--- src/rtl/abps_defines.svh ---
// Offsets, field widths, reset values and timing figures of the auxiliary pin selector.
`ifndef ABPS_DEFINES_SVH
`define ABPS_DEFINES_SVH

`define ABPS_ADDR_W           4
`define ABPS_DATA_W           32
`define ABPS_OFS_GPIO_DIR     4'h0
`define ABPS_OFS_GPIO_OUT     4'h4
`define ABPS_OFS_GPIO_IN      4'h8
`define ABPS_OFS_PIN_SEL      4'hC

`define ABPS_SEL_W            4
`define ABPS_SEL_RESET        4'h9
`define ABPS_GPIO_DIR_RESET   8'h00
`define ABPS_GPIO_OUT_RESET   8'h00

`define ABPS_CORE_CLK_KHZ     200000
`define ABPS_CLK_HIGH_KHZ     30000
`define ABPS_CLK_MID_KHZ      15000
`define ABPS_CLK_LOW_KHZ      7500
`define ABPS_NCO_W            16

`define ABPS_LED_STRETCH_US   50
`define ABPS_LED_STRETCH_CYC  ((`ABPS_LED_STRETCH_US * `ABPS_CORE_CLK_KHZ) / 1000)

`endif

--- src/rtl/abps_pkg.sv ---
// Types shared by the auxiliary pin selector: the per-pin function codes.
package abps_pkg;

    // Codes follow the order of the options, starting at zero.
    typedef enum logic [3:0] {
        ABPS_FN_RS485_DE,
        ABPS_FN_PWR_EN_N,
        ABPS_FN_TX_LED_N,
        ABPS_FN_RX_LED_N,
        ABPS_FN_ANY_LED_N,
        ABPS_FN_SLEEP_N,
        ABPS_FN_CLK_HIGH,
        ABPS_FN_CLK_MID,
        ABPS_FN_CLK_LOW,
        ABPS_FN_PULLED_UP,
        ABPS_FN_DRIVE_1,
        ABPS_FN_DRIVE_0,
        ABPS_FN_GPIO
    } abps_func_t;

    // Codes past the last option fall back to the safe pulled-up input.
    function automatic abps_func_t abps_decode(input logic [3:0] code);
        abps_func_t f;
        f = ABPS_FN_PULLED_UP;
        if (code <= 4'(ABPS_FN_GPIO)) begin
            f = abps_func_t'(code);
        end
        return f;
    endfunction : abps_decode

endpackage : abps_pkg

--- src/rtl/abps_top.sv ---
// Auxiliary control bus pin function selector with bit-bang GPIO registers.
`include "abps_defines.svh"

// What this block does
// - RS485 drive-enable pin is high exactly while the UART transmits.
// - Power-enable pin lets external level shifters drop to low current in suspend.
// - Active-low power-enable is high in USB suspend, low in normal operation.
// - Transmit LED pin pulses low whenever data is transmitted.
// - Receive LED pin pulses low whenever data is received.
// - Combined LED pin pulses low on transmission or reception.
// - Suspend indicator pin is driven low for as long as the USB interface is suspended.
// - Clock options drive 30, 15 or 7.5 MHz derived from the core clock.
// - Static options: pulled-up unused input, constant high, constant low.
// - I/O option makes the pin a bit-bang pin under software direction and value.
// - Each pin is independently assignable as GPIO without touching the others.
// - GPIO pins work at the same time as the UART, up to PIN_COUNT pins (four by default, at most eight).
// - Each pin function comes from configuration memory bits, one option per pin.
module abps_top #(
    parameter int PIN_COUNT          = 4,                       // Auxiliary pins served.
    parameter int LED_CNT_W          = 24,                      // Width of the LED stretch counters.
    parameter int LED_STRETCH_CYCLES = `ABPS_LED_STRETCH_CYC    // Minimum LED flash in core cycles.
) (
    input  wire logic                          clk_i,            // 200 MHz core clock.
    input  wire logic                          reset_n_i,        // Asynchronous reset, active low.
    input  wire logic                          cfg_load_i,       // Pulse: latch pin selections.
    input  wire logic [PIN_COUNT*`ABPS_SEL_W-1:0] cfg_select_i,  // Selection codes from config memory.
    input  wire logic                          uart_tx_active_i, // UART is shifting out a frame.
    input  wire logic                          tx_data_pulse_i,  // Pulse per transmitted byte.
    input  wire logic                          rx_data_pulse_i,  // Pulse per received byte.
    input  wire logic                          usb_suspend_i,    // USB interface is suspended.
    input  wire logic [`ABPS_ADDR_W-1:0]       reg_addr_i,       // Register byte address.
    input  wire logic [`ABPS_DATA_W-1:0]       reg_wdata_i,      // Register write data.
    input  wire logic                          reg_wr_i,         // Write strobe.
    input  wire logic                          reg_rd_i,         // Read strobe.
    output logic      [`ABPS_DATA_W-1:0]       reg_rdata_o,      // Read data, cycle after the strobe.
    input  wire logic [PIN_COUNT-1:0]          pad_in_i,         // Pin levels from the pads.
    output logic      [PIN_COUNT-1:0]          pad_out_o,        // Pin output values.
    output logic      [PIN_COUNT-1:0]          pad_oe_o,         // Pin output enables, high drives.
    output logic      [PIN_COUNT-1:0]          pad_pullup_o      // Pin pull-up enables.
);
    import abps_pkg::*;

    localparam logic [LED_CNT_W-1:0] LED_LOAD = LED_CNT_W'(LED_STRETCH_CYCLES);
    localparam int                   NCO_MSB  = `ABPS_NCO_W - 1;

    // Out-of-range parameters stop elaboration rather than leave registers wrongly sized.
    if (PIN_COUNT < 1 || PIN_COUNT > 8) begin : g_bad_pin_count
        $error("PIN_COUNT must lie between 1 and 8");
    end
    if (LED_STRETCH_CYCLES < 1 || LED_STRETCH_CYCLES >= (1 << LED_CNT_W)) begin : g_bad_stretch
        $error("LED_STRETCH_CYCLES does not fit the stretch counter");
    end

    // Phase step of a numerically controlled divider for a given output rate.
    function automatic logic [`ABPS_NCO_W-1:0] nco_step(input longint khz);
        longint s;
        s = (khz << `ABPS_NCO_W) / `ABPS_CORE_CLK_KHZ;
        return s[`ABPS_NCO_W-1:0];
    endfunction : nco_step

    // Load on activity, otherwise count down to zero.
    function automatic logic [LED_CNT_W-1:0] stretch_next(input logic [LED_CNT_W-1:0] cnt,
                                                         input logic                 evt);
        logic [LED_CNT_W-1:0] n;
        n = cnt;
        if (evt) begin
            n = LED_LOAD;
        end else if (cnt != '0) begin
            n = cnt - 1'b1;
        end
        return n;
    endfunction : stretch_next

    abps_func_t                  sel_reg [PIN_COUNT];
    logic [PIN_COUNT-1:0]        gpio_dir_reg;
    logic [PIN_COUNT-1:0]        gpio_out_reg;
    logic [PIN_COUNT-1:0]        sync1_reg;
    logic [PIN_COUNT-1:0]        sync2_reg;
    logic [PIN_COUNT-1:0]        sync3_reg;
    logic [PIN_COUNT-1:0]        pin_state_reg;
    logic [LED_CNT_W-1:0]        tx_led_cnt_reg;
    logic [LED_CNT_W-1:0]        rx_led_cnt_reg;
    logic [LED_CNT_W-1:0]        any_led_cnt_reg;
    logic [`ABPS_NCO_W-1:0]      nco_reg [3];
    logic [`ABPS_NCO_W-1:0]      nco_inc [3];
    logic [PIN_COUNT-1:0]        pad_out_next;
    logic [PIN_COUNT-1:0]        pad_oe_next;
    logic [PIN_COUNT-1:0]        pad_pullup_next;
    logic [PIN_COUNT*`ABPS_SEL_W-1:0] sel_flat;

    assign nco_inc[0] = nco_step(`ABPS_CLK_HIGH_KHZ);
    assign nco_inc[1] = nco_step(`ABPS_CLK_MID_KHZ);
    assign nco_inc[2] = nco_step(`ABPS_CLK_LOW_KHZ);

    // Selections change only on a load strobe from the configuration loader.
    always_ff @(posedge clk_i or negedge reset_n_i) begin
        if (!reset_n_i) begin
            for (int p = 0; p < PIN_COUNT; p++) begin
                sel_reg[p] <= abps_func_t'(`ABPS_SEL_RESET);
            end
        end else if (cfg_load_i) begin
            for (int p = 0; p < PIN_COUNT; p++) begin
                sel_reg[p] <= abps_decode(cfg_select_i[p*`ABPS_SEL_W +: `ABPS_SEL_W]);
            end
        end
    end

    // Software direction and value registers cover every pin but act only on pins selected as GPIO, so pins never interfere.
    always_ff @(posedge clk_i or negedge reset_n_i) begin
        if (!reset_n_i) begin
            gpio_dir_reg <= PIN_COUNT'(`ABPS_GPIO_DIR_RESET);
            gpio_out_reg <= PIN_COUNT'(`ABPS_GPIO_OUT_RESET);
        end else if (reg_wr_i) begin
            if (reg_addr_i == `ABPS_OFS_GPIO_DIR) begin
                gpio_dir_reg <= reg_wdata_i[PIN_COUNT-1:0];
            end
            if (reg_addr_i == `ABPS_OFS_GPIO_OUT) begin
                gpio_out_reg <= reg_wdata_i[PIN_COUNT-1:0];
            end
        end
    end

    // Pads are asynchronous; a level is accepted once the second and third stages agree.
    always_ff @(posedge clk_i or negedge reset_n_i) begin
        if (!reset_n_i) begin
            sync1_reg     <= '0;
            sync2_reg     <= '0;
            sync3_reg     <= '0;
            pin_state_reg <= '0;
        end else begin
            sync1_reg     <= pad_in_i;
            sync2_reg     <= sync1_reg;
            sync3_reg     <= sync2_reg;
            pin_state_reg <= (sync2_reg & ~(sync2_reg ^ sync3_reg)) |
                             (pin_state_reg & (sync2_reg ^ sync3_reg));
        end
    end

    // A short burst would flash too briefly to see, hence the stretch counters.
    always_ff @(posedge clk_i or negedge reset_n_i) begin
        if (!reset_n_i) begin
            tx_led_cnt_reg  <= '0;
            rx_led_cnt_reg  <= '0;
            any_led_cnt_reg <= '0;
        end else begin
            tx_led_cnt_reg  <= stretch_next(tx_led_cnt_reg, tx_data_pulse_i);
            rx_led_cnt_reg  <= stretch_next(rx_led_cnt_reg, rx_data_pulse_i);
            any_led_cnt_reg <= stretch_next(any_led_cnt_reg, tx_data_pulse_i | rx_data_pulse_i);
        end
    end

    // 200 MHz does not divide to 30 MHz evenly, so the output edges carry one cycle of jitter.
    always_ff @(posedge clk_i or negedge reset_n_i) begin
        if (!reset_n_i) begin
            for (int k = 0; k < 3; k++) begin
                nco_reg[k] <= '0;
            end
        end else begin
            for (int k = 0; k < 3; k++) begin
                nco_reg[k] <= nco_reg[k] + nco_inc[k];
            end
        end
    end

    // Each pin decodes its own selection; the case gives exactly one option per pin.
    always_comb begin
        pad_out_next    = '0;
        pad_oe_next     = '0;
        pad_pullup_next = '0;
        for (int p = 0; p < PIN_COUNT; p++) begin
            pad_oe_next[p] = 1'b1;
            case (sel_reg[p])
                ABPS_FN_RS485_DE: begin
                    pad_out_next[p] = uart_tx_active_i;
                end
                ABPS_FN_PWR_EN_N: begin
                    pad_out_next[p] = usb_suspend_i;
                end
                ABPS_FN_TX_LED_N: begin
                    pad_out_next[p] = (tx_led_cnt_reg == '0);
                end
                ABPS_FN_RX_LED_N: begin
                    pad_out_next[p] = (rx_led_cnt_reg == '0);
                end
                ABPS_FN_ANY_LED_N: begin
                    pad_out_next[p] = (any_led_cnt_reg == '0);
                end
                ABPS_FN_SLEEP_N: begin
                    pad_out_next[p] = ~usb_suspend_i;
                end
                ABPS_FN_CLK_HIGH: begin
                    pad_out_next[p] = nco_reg[0][NCO_MSB];
                end
                ABPS_FN_CLK_MID: begin
                    pad_out_next[p] = nco_reg[1][NCO_MSB];
                end
                ABPS_FN_CLK_LOW: begin
                    pad_out_next[p] = nco_reg[2][NCO_MSB];
                end
                ABPS_FN_DRIVE_1: begin
                    pad_out_next[p] = 1'b1;
                end
                ABPS_FN_DRIVE_0: begin
                    pad_out_next[p] = 1'b0;
                end
                ABPS_FN_GPIO: begin
                    pad_out_next[p] = gpio_out_reg[p];
                    pad_oe_next[p]  = gpio_dir_reg[p];
                end
                default: begin
                    pad_oe_next[p]     = 1'b0;
                    pad_pullup_next[p] = 1'b1;
                end
            endcase
        end
    end

    always_ff @(posedge clk_i or negedge reset_n_i) begin
        if (!reset_n_i) begin
            pad_out_o    <= '0;
            pad_oe_o     <= '0;
            pad_pullup_o <= '1;
        end else begin
            pad_out_o    <= pad_out_next;
            pad_oe_o     <= pad_oe_next;
            pad_pullup_o <= pad_pullup_next;
        end
    end

    always_comb begin
        sel_flat = '0;
        for (int p = 0; p < PIN_COUNT; p++) begin
            sel_flat[p*`ABPS_SEL_W +: `ABPS_SEL_W] = sel_reg[p];
        end
    end

    // Read data stand for one cycle only; unmapped offsets read as zero.
    always_ff @(posedge clk_i or negedge reset_n_i) begin
        if (!reset_n_i) begin
            reg_rdata_o <= '0;
        end else begin
            reg_rdata_o <= '0;
            if (reg_rd_i) begin
                case (reg_addr_i)
                    `ABPS_OFS_GPIO_DIR: reg_rdata_o <= `ABPS_DATA_W'(gpio_dir_reg);
                    `ABPS_OFS_GPIO_OUT: reg_rdata_o <= `ABPS_DATA_W'(gpio_out_reg);
                    `ABPS_OFS_GPIO_IN:  reg_rdata_o <= `ABPS_DATA_W'(pin_state_reg);
                    `ABPS_OFS_PIN_SEL:  reg_rdata_o <= `ABPS_DATA_W'(sel_flat);
                    default:            reg_rdata_o <= '0;
                endcase
            end
        end
    end

    property p_led_load;
        @(posedge clk_i) disable iff (!reset_n_i)
        tx_data_pulse_i |=> (tx_led_cnt_reg == LED_LOAD);
    endproperty
    a_led_load: assert property (p_led_load) else $error("TX LED stretch not reloaded");

    property p_led_count;
        @(posedge clk_i) disable iff (!reset_n_i)
        (!rx_data_pulse_i && rx_led_cnt_reg != '0) |=> (rx_led_cnt_reg == $past(rx_led_cnt_reg) - 1'b1);
    endproperty
    a_led_count: assert property (p_led_count) else $error("RX LED stretch miscounted");

    property p_sync_hold;
        @(posedge clk_i) disable iff (!reset_n_i)
        (sync2_reg == sync3_reg) |=> (pin_state_reg == $past(sync3_reg));
    endproperty
    a_sync_hold: assert property (p_sync_hold) else $error("Agreed pin level not taken");

    property p_rd_once;
        @(posedge clk_i) disable iff (!reset_n_i)
        !reg_rd_i |=> (reg_rdata_o == '0);
    endproperty
    a_rd_once: assert property (p_rd_once) else $error("Read data outside the answer cycle");

    for (genvar g = 0; g < PIN_COUNT; g++) begin : g_chk
        property p_rs485;
            @(posedge clk_i) disable iff (!reset_n_i)
            (sel_reg[g] == ABPS_FN_RS485_DE) |=> (pad_oe_o[g] && pad_out_o[g] == $past(uart_tx_active_i));
        endproperty
        a_rs485: assert property (p_rs485) else $error("Drive enable does not follow transmit");

        property p_pwr;
            @(posedge clk_i) disable iff (!reset_n_i)
            (sel_reg[g] == ABPS_FN_PWR_EN_N) |=> (pad_out_o[g] == $past(usb_suspend_i));
        endproperty
        a_pwr: assert property (p_pwr) else $error("Power enable wrong for suspend state");

        property p_tx_led;
            @(posedge clk_i) disable iff (!reset_n_i)
            (tx_data_pulse_i && sel_reg[g] == ABPS_FN_TX_LED_N) ##1 (sel_reg[g] == ABPS_FN_TX_LED_N)
                |=> !pad_out_o[g];
        endproperty
        a_tx_led: assert property (p_tx_led) else $error("TX LED did not pulse low");

        property p_rx_led;
            @(posedge clk_i) disable iff (!reset_n_i)
            (rx_data_pulse_i && sel_reg[g] == ABPS_FN_RX_LED_N) ##1 (sel_reg[g] == ABPS_FN_RX_LED_N)
                |=> !pad_out_o[g];
        endproperty
        a_rx_led: assert property (p_rx_led) else $error("RX LED did not pulse low");

        property p_any_led;
            @(posedge clk_i) disable iff (!reset_n_i)
            ((tx_data_pulse_i || rx_data_pulse_i) && sel_reg[g] == ABPS_FN_ANY_LED_N) ##1
                (sel_reg[g] == ABPS_FN_ANY_LED_N) |=> !pad_out_o[g];
        endproperty
        a_any_led: assert property (p_any_led) else $error("Combined LED did not pulse low");

        property p_sleep;
            @(posedge clk_i) disable iff (!reset_n_i)
            (sel_reg[g] == ABPS_FN_SLEEP_N && usb_suspend_i) |=> (pad_oe_o[g] && !pad_out_o[g]);
        endproperty
        a_sleep: assert property (p_sleep) else $error("Suspend indicator not low");

        property p_static;
            @(posedge clk_i) disable iff (!reset_n_i)
            (sel_reg[g] == ABPS_FN_PULLED_UP) |=> (!pad_oe_o[g] && pad_pullup_o[g]);
        endproperty
        a_static: assert property (p_static) else $error("Unused input not released with pull-up");

        property p_gpio;
            @(posedge clk_i) disable iff (!reset_n_i)
            (sel_reg[g] == ABPS_FN_GPIO) |=> (pad_oe_o[g] == $past(gpio_dir_reg[g]) &&
                                               pad_out_o[g] == $past(gpio_out_reg[g]));
        endproperty
        a_gpio: assert property (p_gpio) else $error("GPIO pin ignores software control");

        property p_sel_fallback;
            @(posedge clk_i) disable iff (!reset_n_i)
            (cfg_load_i && cfg_select_i[g*`ABPS_SEL_W +: `ABPS_SEL_W] > 4'(ABPS_FN_GPIO))
                |=> (sel_reg[g] == ABPS_FN_PULLED_UP);
        endproperty
        a_sel_fallback: assert property (p_sel_fallback) else $error("Unknown code not made an input");
    end

endmodule : abps_top

--- config.mk ---
export PLATFORM = sky130hd
export DESIGN_NAME = abps_top
export DESIGN_NICKNAME = d
export VERILOG_FILES = /design/src/rtl/abps_pkg.sv /design/src/rtl/abps_top.sv
export VERILOG_INCLUDE_DIRS = /design/src /design/src/rtl
export SDC_FILE = /design/constraint.sdc
export NUM_CORES = 1
export LEC_CHECK = 0
export ABC_AREA = 1
export BUFFER_PORTS_ARGS = -buffer_cell sky130_fd_sc_hd__buf_2
export CORE_ASPECT_RATIO = 1.25
export CORE_UTILIZATION = 50
export CTS_BUF_LIST = sky130_fd_sc_hd__clkbuf_8 sky130_fd_sc_hd__clkbuf_16
export DETAILED_ROUTE_END_ITERATION = 8
export GPL_TIMING_DRIVEN = 1
export PLACE_DENSITY_LB_ADDON = 0.08
export SKIP_LAST_GASP = 1
export SYNTH_ARGS = -nofsm -noshare
export SYNTH_HDL_FRONTEND = slang
export SYNTH_SLANG_ARGS = --single-unit
--- constraint.sdc ---
create_clock -name clk_i -period 2.2 [get_ports clk_i]
set_input_delay 0.22 -clock clk_i [delete_from_list [all_inputs] [get_ports clk_i]]
set_output_delay 0.22 -clock clk_i [all_outputs]
set_load 0.01 [all_outputs]
# After elaboration in Yosys (flattened, before gate mapping)
# Cells that the tools add are included.
# word_totals
input_bits	65
wordCells	132
regBits	204
# classes
muxes	24
n_reduce_logical	24
n_addsub	6
order_cmp	4
bitwise	7
n_eq_ne	47
# ops
cell	count
$mux W24	6
$eq A4 B4 Y1 const B	18
$logic_not A24 Y1	3
$reduce_bool A24 Y1	3
$sub A24 B1 Y24 const B	3
$eq A4 B3 Y1 const B	17
$pmux W16 S4	1
$reduce_or A12 Y1	4
$pmux W1 S11	4
$reduce_or A11 Y1	4
$eq A4 B2 Y1 const B	8
$logic_not A4 Y1	5
$add A16 B12 Y16 const B	1
$add A16 B13 Y16 const B	1
$add A16 B14 Y16 const B	1
$eq A4 B1 Y1 const B	4
$le A4 B4 Y1 const B	4
$mux W16	1
$mux W4	4
$and A4 B4 Y4	2
$pmux W1 S2	4
$reduce_bool A2 Y1	3
$mux W1	4
$not A4 Y4	1
other kinds (5)	6

# Longest topological paths before layout
# Gate-level depths: netlist (run 1).
# logic_depth
depth_word	4
mapped_depth	11

# Worst setup path after synthesis (run 1)
# OpenSTA, ideal clock, no wires.
# synth_timing
path_type	register to register
from	register rx_led_cnt_reg[0]
to	register rx_led_cnt_reg[19]
path_stages_with_launch	10
t_arrival_ns	1.533
setup_ns	0.117
setup_slack_ns	0.549
t_required_ns	2.083
path_cell_list	dfrtp_1 -> inv_1 -> ha_1 -> clkbuf_2 -> nand2_2 -> nor2_4 -> nand3_4 -> buf_6 -> a21oi_2 -> nor2_1
# synth_via
elab_chain_cells	3
word_cells_on_any_way	5
classes_between	add/sub: 1; mux: 2; reduce/logical: 2
# synth_lines
element	line	source
start: declaration	abps_top.sv:82	logic [LED_CNT_W-1:0] rx_led_cnt_reg;
start signal: assignment	abps_top.sv:147	rx_led_cnt_reg <= stretch_next(rx_led_cnt_reg, rx_data_pulse_i);
$sub A24 B1 Y24	abps_top.sv:69	n = cnt - 1'b1;
$mux W24	abps_top.sv:68	end else if (cnt != '0) begin
$mux W24	abps_top.sv:66	if (evt) begin
# Several ways; a longest one is shown, not always the timed one. The select of a mux whose other input is x is not followed.
# A chain may end at the register's enable or synchronous reset.

# Worst setup path after layout (run 1)
# layout_timing
from	register tx_led_cnt_reg[0]
to	register tx_led_cnt_reg[23]
# layout_via
elab_chain_cells	3
word_cells_on_any_way	5
classes_between	add/sub: 1; mux: 2; reduce/logical: 2
# layout_lines
element	line	source
start: declaration	abps_top.sv:81	logic [LED_CNT_W-1:0] tx_led_cnt_reg;
start signal: assignment	abps_top.sv:146	tx_led_cnt_reg <= stretch_next(tx_led_cnt_reg, tx_data_pulse_i);
$sub A24 B1 Y24	abps_top.sv:69	
$mux W24	abps_top.sv:68	
$mux W24	abps_top.sv:66	
# Several ways; a longest one is shown, not always the timed one. The select of a mux whose other input is x is not followed.

==> impl_metrics.toml, run 1 <==
[drt]
wl_um = 21190
firstDrtPassIters = 5
drc = 0
vias = 7892
wl_per_cell_um = 13.75
vias_per_cell = 5.121
drtIter0Drc = 494
detail-route-antenna-nets = 0

[worst_setup_path]
cp_data_arrival_time_ps = 2230
slowest_delay_ps = 390
cpMaxStageDelayCell = "dfrtp_1"
crit_type = "reg2reg"
reg2reg_from = "tx_led_cnt_reg[0]$_DFFE_PN0P_"
worst_setup_path_end_kind = "register"
path_max_fanout = 10
worst_path_most_repeated_cell = "nor2_4"
cp.required_ps = 2520
regToRegEndpoint = "tx_led_cnt_reg[23]$_DFFE_PN0P_"
critPathBufInv = 2
critPathTopFamily = "simple AND/OR/NAND/NOR gates"
ff2ff_setup_slack_ps = 290
critPathLaunchType = "register"
startpoint = "tx_led_cnt_reg[0]$_DFFE_PN0P_"
cp_cell_sequence = "inv_1, ha_1, nand2_2, nor2_4, nand3_4, nor2_4, buf_4, nor2_2"
worst_r2r_path_depth = 8
crit_cells = 8

[yosys]
synth_top_area_share_pct = 45.27
yosysWarnings = 0
synth-edff-count = 0
syn_inst = 1210
yosysSeqAreaShare_pct = 48.53
ys_seq_elements = 187
async_flop_share_pct = 100.0
synth_ff_type = "dfrtp_1"
yosys-top-cells-area = "dfrtp_1 (45%), nand2_1 (9.7%), nor2_1 (7.1%), inv_1 (5.8%), nand3_1 (5.0%)"
netlist_area_um2 = 9673
synth_top_area_cell = "dfrtp_1"
ys_types = 46
postSynthAreaPerCell_um2 = 7.994

[power_and_ir_drop]
internal-power_uw = 5595
p_per_area_nw_per_um2 = 701.5
p_leak_uw = 0.005527
power_frac_clock_pct = 41.2
p_sw_uw = 2070
seqPwrFrac_pct = 48.6
swShare_pct = 27.00
comb_power_share_pct = 10.2
ir_drop_uv = 499.8

[grt]
grt_max_degree = 57
grt_pass1_wl_um = 35620
grt_pass1_vias = 7515
antenna_found_initial = 0
grt_overflow = 0
grt_use_total_pct = 22.82

[worst_hold_path]
whs_path_depth = 3
hold_start = "cfg_select_i[0]"
hold_path_end = "sel_flat[0]$_DFFE_PN1P_"
min_path_type = "in2reg"

[cells_and_area]
diodes = 0
nFillCells = 1761
drive_above_1_share_pct = 14.13
fin_area_um2 = 10930
largest_reg_flops = 47
layout.nets = 1367
final_common_cell = "nand2_1"
final_cell_mix = "nand2_1 (250), nor2_1 (182), dfrtp_1 (175)"
area_delta_synth_final_pct = 12.95

[place]
dpl_cell_area_um2 = 10260
io_buffers = 64
gp_congestion = 0.8778
hpwl_um = 16040

[clock_tree]
clockBufferDepth = 2
ctsHoldBuffers = 6
numClockSinks = 187
cts-buffers-inserted = 17
path_clk_slew_ps = 70
cts_root_buf = "clkbuf_16"
post_cts_resized = 0
clk_latency_ps = 440
cts_tree = "built"
ctsHtreeMaxLevel = 4
cts_setup_buffers = 0

[timing]
fin_skew_ps = 16.29
setup_violations = 0
setup-tns-final_ps = 0
hold_violations = 0
post-route-period-util_pct = 87.03
slew_headroom_pct = 62.18
clock.fmax_ghz = 0.5223
worstMarginPinSlew_ps = 563.9
rsz0062_at_grt = "false"
fin_crit_ps = 1915
final_max_slew_viol_count = 0

[floorplanning]
io_pins = 109
die_w_um = 126.4
dieArea_um2 = 19910
core_um2 = 18850
fp-row-count = 56
die_h_um = 157.5
initial_core_util_pct = 51.32

[run]
maxCapViolations = 0

[outcome]
status = "finished clean"
cell type report:
type | instances | area [um2] | share of cell area (%)
flip-flops and latches | 187 | 4695 | 42.97
clock inverters | 15 | 177.7 | 1.626
inverters | 158 | 594.3 | 5.440
clock buffers | 17 | 425.4 | 3.894
multi-input cells | 848 | 4224 | 38.66
repair buffers | 84 | 519.2 | 4.753
well taps | 232 | 290.3 | 2.657
worst max-delay path by stage:
stage	end	slack [ps]
floorplan	rx_led_cnt_reg[19]$_DFFE_PN0P_	550
global placement	tx_led_cnt_reg[7]$_DFFE_PN0P_	300
detailed placement	tx_led_cnt_reg[20]$_DFFE_PN0P_	280
CTS	tx_led_cnt_reg[23]$_DFFE_PN0P_	270
global route	tx_led_cnt_reg[23]$_DFFE_PN0P_	140
finish	tx_led_cnt_reg[23]$_DFFE_PN0P_	290
per-layer routing:
metal	GRT usage, %	vias to the layer above	wire length, um
met4	8.606	0	407
met3	4.113	26	788
met2	38.15	132	10190
met1	29.58	3698	9803
met5	0	-	0
li1	-	4036	-
kinds of logic (layout without fill, tap and decap cells):
logic type	after synthesis	count (layout)	synth area share [%]
xor+xnor	41	41	3.712
other cells	1	16	0.03877
buf+inv	190	274	8.382
simple gates	676	676	31.85
compound gates	105	105	6.299
flops	187	187	48.53
fa+ha+maj	10	10	1.190
worst min-delay path: cells and delay by family:
family	cells	cell delay (ps)
AO/OA/AOI/OAI	1	70
buffers and inverters	2	160
cells in the mapped netlist, types with 16 or more instances:
master,count
buf_4,16
inv_1,150
o22ai_1,17
nand4_1,39
dfrtp_1,175
nand3_1,97
nand2_1,250
xor2_1,35
o21ai_0,43
nor3_1,41
a21oi_1,19
nor2_1,182
nor2_2,21
power groups by stage:
| stage | Sequential, uW | Clock (uW) | Combinational, uW |
|---|---|---|---|
| after global routing | 3750 | 3350 | 900 |
| after global placement | 3790 | 0 | 773 |
| final | 3730 | 3160 | 783 |
| after CTS | 3720 | 3240 | 794 |
| after floorplan | 3770 | 0 | 499 |
| after detailed placement | 3790 | 0 | 782 |
stage by stage:
stage	std cells	setup WS (ps)	hold WS, ps	utilization, %	power (uW)
2_1_floorplan	1225	549.5	-75.59	-	4270
3_3_place_gp	1503	304.5	221.4	54.45	4562
3_5_place_dp	1503	281.3	222.4	54.45	4572
4_1_cts	1541	266.4	2.919	57.97	7756
5_1_grt	1541	139.8	26.78	57.97	8000
6_report	1541	285.4	26.63	57.97	7665
Note: power is estimated with default switching activity, not from simulation.
==> run 2, diff against run 1 <==
CORE_UTILIZATION = 59   (was 50)
RECOVER_POWER = 50   (was unset)
==> run 2 against run 1 <==
Sequential cell count stayed put. Global-route usage rose by 3.6 points. Fmax fell by 0.29%. Count of clock-buffer cells in the layout is 1 higher. Hold slack gained 10 ps. Setup slack got worse by 5.6 ps. Sequential power is essentially flat. Power shrank 2.8%. Final area shrank 0.95%. Critical path type unchanged. Critical endpoint is now tx_led_cnt_reg[7]$_DFFE_PN0P_. Largest power group unchanged. Highest routed layer unchanged.
==> impl_metrics.toml, run 2 (synthesis results as in run 1) <==
[grt]
grt_use_total_pct = 26.37
grt_max_degree = 64
grt_pass1_vias = 7591
antenna_found_initial = 0
grt_overflow = 0
grt_pass1_wl_um = 34820

[worst_setup_path]
crit_cells = 8
worst_r2r_path_depth = 8
cp_data_arrival_time_ps = 2240
cpMaxStageDelayCell = "dfrtp_1"
ff2ff_setup_slack_ps = 280
cp.required_ps = 2520
critPathLaunchType = "register"
reg2reg_from = "tx_led_cnt_reg[0]$_DFFE_PN0P_"
slowest_delay_ps = 390
crit_type = "reg2reg"
worst_path_most_repeated_cell = "nor2_4"
regToRegEndpoint = "tx_led_cnt_reg[7]$_DFFE_PN0P_"
cp_cell_sequence = "inv_1, ha_1, nand2_2, nor2_4, nand3_4, nor2_4, buf_4, nor2_2"
worst_setup_path_end_kind = "register"
critPathBufInv = 2
critPathTopFamily = "simple AND/OR/NAND/NOR gates"
path_max_fanout = 10

[drt]
drtIter0Drc = 495
drc = 0
vias = 8006
wl_um = 20710
firstDrtPassIters = 7
vias_per_cell = 5.271
detail-route-antenna-nets = 0
wl_per_cell_um = 13.63

[cells_and_area]
nFillCells = 1399
layout.nets = 1365
final_cell_mix = "nand2_1 (250), nor2_1 (182), dfrtp_1 (175)"
diodes = 0
drive_above_1_share_pct = 13.16
area_delta_synth_final_pct = 11.87
largest_reg_flops = 47
final_common_cell = "nand2_1"

[worst_hold_path]
hold_start = "cfg_select_i[8]"
hold_path_end = "sel_flat[8]$_DFFE_PN1P_"
whs_path_depth = 3
min_path_type = "in2reg"

[timing]
clock.fmax_ghz = 0.5208
final_max_slew_viol_count = 0
rsz0062_at_grt = "false"
worstMarginPinSlew_ps = 1081
slew_headroom_pct = 27.94
fin_skew_ps = 9.582
setup-tns-final_ps = 0
fin_crit_ps = 1920
post-route-period-util_pct = 87.28
hold_violations = 0
setup_violations = 0

[outcome]
status = "finished clean"

[floorplanning]
die_w_um = 116.5
io_pins = 109
dieArea_um2 = 16910
core_um2 = 15830
fp-row-count = 51
initial_core_util_pct = 61.12
die_h_um = 145.2

[clock_tree]
post_cts_resized = 0
numClockSinks = 187
cts_setup_buffers = 0
path_clk_slew_ps = 70
cts_tree = "built"
cts_root_buf = "clkbuf_16"
cts-buffers-inserted = 17
ctsHtreeMaxLevel = 4
clk_latency_ps = 440
clockBufferDepth = 2

[place]
io_buffers = 64
hpwl_um = 15370
gp_congestion = 0.9510

[power_and_ir_drop]
p_per_area_nw_per_um2 = 688.4
p_leak_uw = 0.005468
p_total_uw = 7450
ir_drop_uv = 478.4

[run]
maxCapViolations = 0
## run 2: cell count changes in the layout (fill, tap and decap cells not counted), sizes merged
cell      delta
buf          -6
bufinv       -2
clkinvlp     +2
inv          +1
clkinv       -2
clkbuf       +5
## run 2: stage by stage
| step | hold slack, ps | setup slack, ps | instance area (um2) | cells | util [%] |
|---|---|---|---|---|---|
| after floorplan | -75.59 | 549.5 | 9729 | 1225 | - |
| after global placement | 238.2 | 336.8 | 10210 | 1481 | 64.52 |
| after detailed placement | 242.2 | 294.5 | 10210 | 1481 | 64.52 |
| after CTS | 14.04 | 272.7 | 10830 | 1519 | 68.46 |
| after global routing | 43.21 | 120.5 | 10820 | 1519 | 68.38 |
| final | 36.62 | 279.8 | 10820 | 1519 | 68.38 |
## run 2: worst max-delay path by stage
stage | start | end | slack (ps)
global route | tx_led_cnt_reg[0]$_DFFE_PN0P_ | tx_led_cnt_reg[7]$_DFFE_PN0P_ | 120
finish | tx_led_cnt_reg[0]$_DFFE_PN0P_ | tx_led_cnt_reg[7]$_DFFE_PN0P_ | 280
CTS | tx_led_cnt_reg[0]$_DFFE_PN0P_ | tx_led_cnt_reg[7]$_DFFE_PN0P_ | 270
floorplan | rx_led_cnt_reg[0]$_DFFE_PN0P_ | rx_led_cnt_reg[19]$_DFFE_PN0P_ | 550
global placement | any_led_cnt_reg[0]$_DFFE_PN0P_ | any_led_cnt_reg[0]$_DFFE_PN0P_ | 340
detailed placement | tx_led_cnt_reg[0]$_DFFE_PN0P_ | tx_led_cnt_reg[11]$_DFFE_PN0P_ | 290
## run 2: repair_timing
action                                  in CTS  in global routing
endpoints found under the setup margin       0                  0
hold buffers                                 6                  0
hold endpoints to repair                    61                  0
## run 2: tightest hold or removal path, stage by stage
cell and delay (ps):
buf_2 120, inv_1 50, a31oi_1 70
## run 2: power breakdown
part	leakage (uW)	switching [uW]	internal, uW
registers	0.00229	121	3600
clock network	0.000267	1430	1520
logic	0.00291	517	260
## run 2: cell type report
cell class                 count  area (um2)  area share, %
tap                          212       265.3          2.451
clock inverter                14       125.1          1.156
clock buffer                  18       439.2          4.058
timing repair buffer          82       479.2          4.428
inverter                     158       594.3          5.492
sequential                   187        4695          43.38
multi-input combinational    848        4224          39.03
## run 2: per-layer routing
layer  wire length (um)  part of all wire, %  track usage (%)
met1               9095                   44            34.51
met2              10230                   49            43.49
met3                933                  4.5            4.386
met4                445                  2.1            9.744
met5                  0                    0                0
==> run 3, diff against run 2 <==
CORE_UTILIZATION = 35   (was 59)
==> run 3 against run 2 <==
Via count down 1.5%. Final area up 2.1%. Highest routed layer is now met5. Die area up 67%. Global-route usage down 8.1 points. First-iteration DRC count down 45%. Power up 3.9%. Sequential cell count unchanged. Sequential share of layout area down 0.89 points. Fmax up 6.3%. Register-to-register slack better by 110 ps. Largest power group unchanged. Routed wire length up 16%. Sequential power about the same.
==> impl_metrics.toml, run 3 (synthesis results as in run 1) <==
[worst_setup_path]
worst_setup_path_end_kind = "register"
slowest_delay_ps = 390
cpMaxStageDelayCell = "dfrtp_1"
cp_data_arrival_time_ps = 2130
worst_r2r_path_depth = 8
worst_path_most_repeated_cell = "nor2_4"
ff2ff_setup_slack_ps = 390
regToRegEndpoint = "tx_led_cnt_reg[21]$_DFFE_PN0P_"
path_max_fanout = 7
reg2reg_from = "tx_led_cnt_reg[0]$_DFFE_PN0P_"
cp.required_ps = 2520
cp_cell_sequence = "inv_1, ha_1, nand2_2, nor2_4, nand3_4, nor2_4, buf_4, nor2_1"
critPathTopFamily = "simple AND/OR/NAND/NOR gates"
critPathBufInv = 2
critPathLaunchType = "register"
crit_type = "reg2reg"

[grt]
antenna_found_initial = 1
grt_use_total_pct = 18.32
grt_pass1_wl_um = 39810
grt_overflow = 0
grt_pass1_vias = 7876
grt_max_degree = 73

[drt]
detail-route-antenna-nets = 0
drc = 0
wl_per_cell_um = 14.48
met1Wirelength_um = 10420
wl_met3_um = 636
drtIter0Drc = 273
route.met2.wl_um = 12240
vias_per_cell = 4.773
vias = 7885
firstDrtPassIters = 4
routed.top_layer = "met5"
wl_um = 23920

[cells_and_area]
fin_area_um2 = 11050
multi_input_area_um2 = 4224
largest_reg_flops = 47
diodes = 0
drive_above_1_share_pct = 13.31
final_util_pct = 40.93
nFillCells = 2783
final_common_cell = "nand2_1"
area_delta_synth_final_pct = 14.23
layout.nets = 1366
regArea_um2 = 4695
final_cell_mix = "nand2_1 (250), nor2_1 (182), dfrtp_1 (175)"

[timing]
rsz0062_at_grt = "false"
clock.fmax_ghz = 0.5537
fin_crit_ps = 1806
slew_headroom_pct = 15.95
worstMarginPinSlew_ps = 1261
setup_violations = 0
setup-tns-final_ps = 0
fin_skew_ps = 16.68
final_max_slew_viol_count = 0
hold_violations = 0
post-route-period-util_pct = 82.09

[clock_tree]
path_clk_slew_ps = 80
cts_root_buf = "clkbuf_16"
ctsHoldBuffers = 6
cts_setup_buffers = 0
numClockSinks = 187
cts-buffers-inserted = 17
post_cts_resized = 0
cts_tree = "built"
ctsHtreeMaxLevel = 4
clk_latency_ps = 440
clockBufferDepth = 2

[place]
io_buffers = 64
gp_congestion = 0.8445
hpwl_um = 17880
dpl_cell_area_um2 = 10400

[floorplanning]
die_h_um = 187.9
dieArea_um2 = 28310
core_um2 = 26990
fp-row-count = 67
io_pins = 109
initial_core_util_pct = 35.83
die_w_um = 150.7

[power_and_ir_drop]
ir_drop_uv = 425.7
p_leak_uw = 0.005508
p_per_area_nw_per_um2 = 700.2

[worst_hold_path]
whs_path_depth = 3
hold_path_end = "sel_flat[8]$_DFFE_PN1P_"
min_path_type = "in2reg"
hold_start = "cfg_select_i[8]"

[outcome]
status = "finished clean"

[run]
maxCapViolations = 0
-- run 3: through the flow --
stage               setup WS, ps  hold slack (ps)  total power (uW)  instances
floorplan                  549.5           -75.59              4270       1225
global placement           401.9            195.9              4593       1615
detailed placement         401.1            194.6              4602       1615
CTS                        374.5            3.452              7880       1652
global route               209.5            10.68              8136       1652
finish                     394.0            30.04              7737       1652
-- run 3: worst max-delay path by stage --
stage	start	end	slack, ps	cells after the start
floorplan	rx_led_cnt_reg[0]$_DFFE_PN0P_	rx_led_cnt_reg[19]$_DFFE_PN0P_	550	9
global placement	any_led_cnt_reg[0]$_DFFE_PN0P_	any_led_cnt_reg[23]$_DFFE_PN0P_	400	9
detailed placement	any_led_cnt_reg[0]$_DFFE_PN0P_	any_led_cnt_reg[0]$_DFFE_PN0P_	400	9
CTS	any_led_cnt_reg[0]$_DFFE_PN0P_	any_led_cnt_reg[21]$_DFFE_PN0P_	370	9
global route	tx_led_cnt_reg[0]$_DFFE_PN0P_	tx_led_cnt_reg[14]$_DFFE_PN0P_	210	7
finish	tx_led_cnt_reg[0]$_DFFE_PN0P_	tx_led_cnt_reg[21]$_DFFE_PN0P_	390	8
-- run 3: layout make-up --
| cell class | count | share of cell area [%] |
|---|---|---|
| clock buffers | 18 | 3.975 |
| multi-input cells | 848 | 38.23 |
| repair buffers | 83 | 4.518 |
| well taps | 345 | 3.907 |
| inverters | 158 | 5.379 |
| clock inverters | 13 | 1.506 |
| flip-flops and latches | 187 | 42.49 |
-- run 3: report_power, final --
part	switching, uW	internal (uW)	leakage [uW]
clock	1400	1820	0.000289
sequential	124	3600	0.00229
combinational	531	264	0.00293
-- run 3: layer usage --
metal  vias to the layer above  track usage, %
met2                       110           31.41
met1                      3718           22.75
met4                         2           7.000
met5                         -               0
met3                        29           3.066
li1                       4026               -
-- run 3: worst register-to-register path, cell delays in order, from the launching register on --
cell     delay [ps]
dfrtp_1         390
inv_1           170
ha_1            300
nand2_2         110
nor2_4          150
nand3_4          90
nor2_4          190
buf_4           220
nor2_1           60
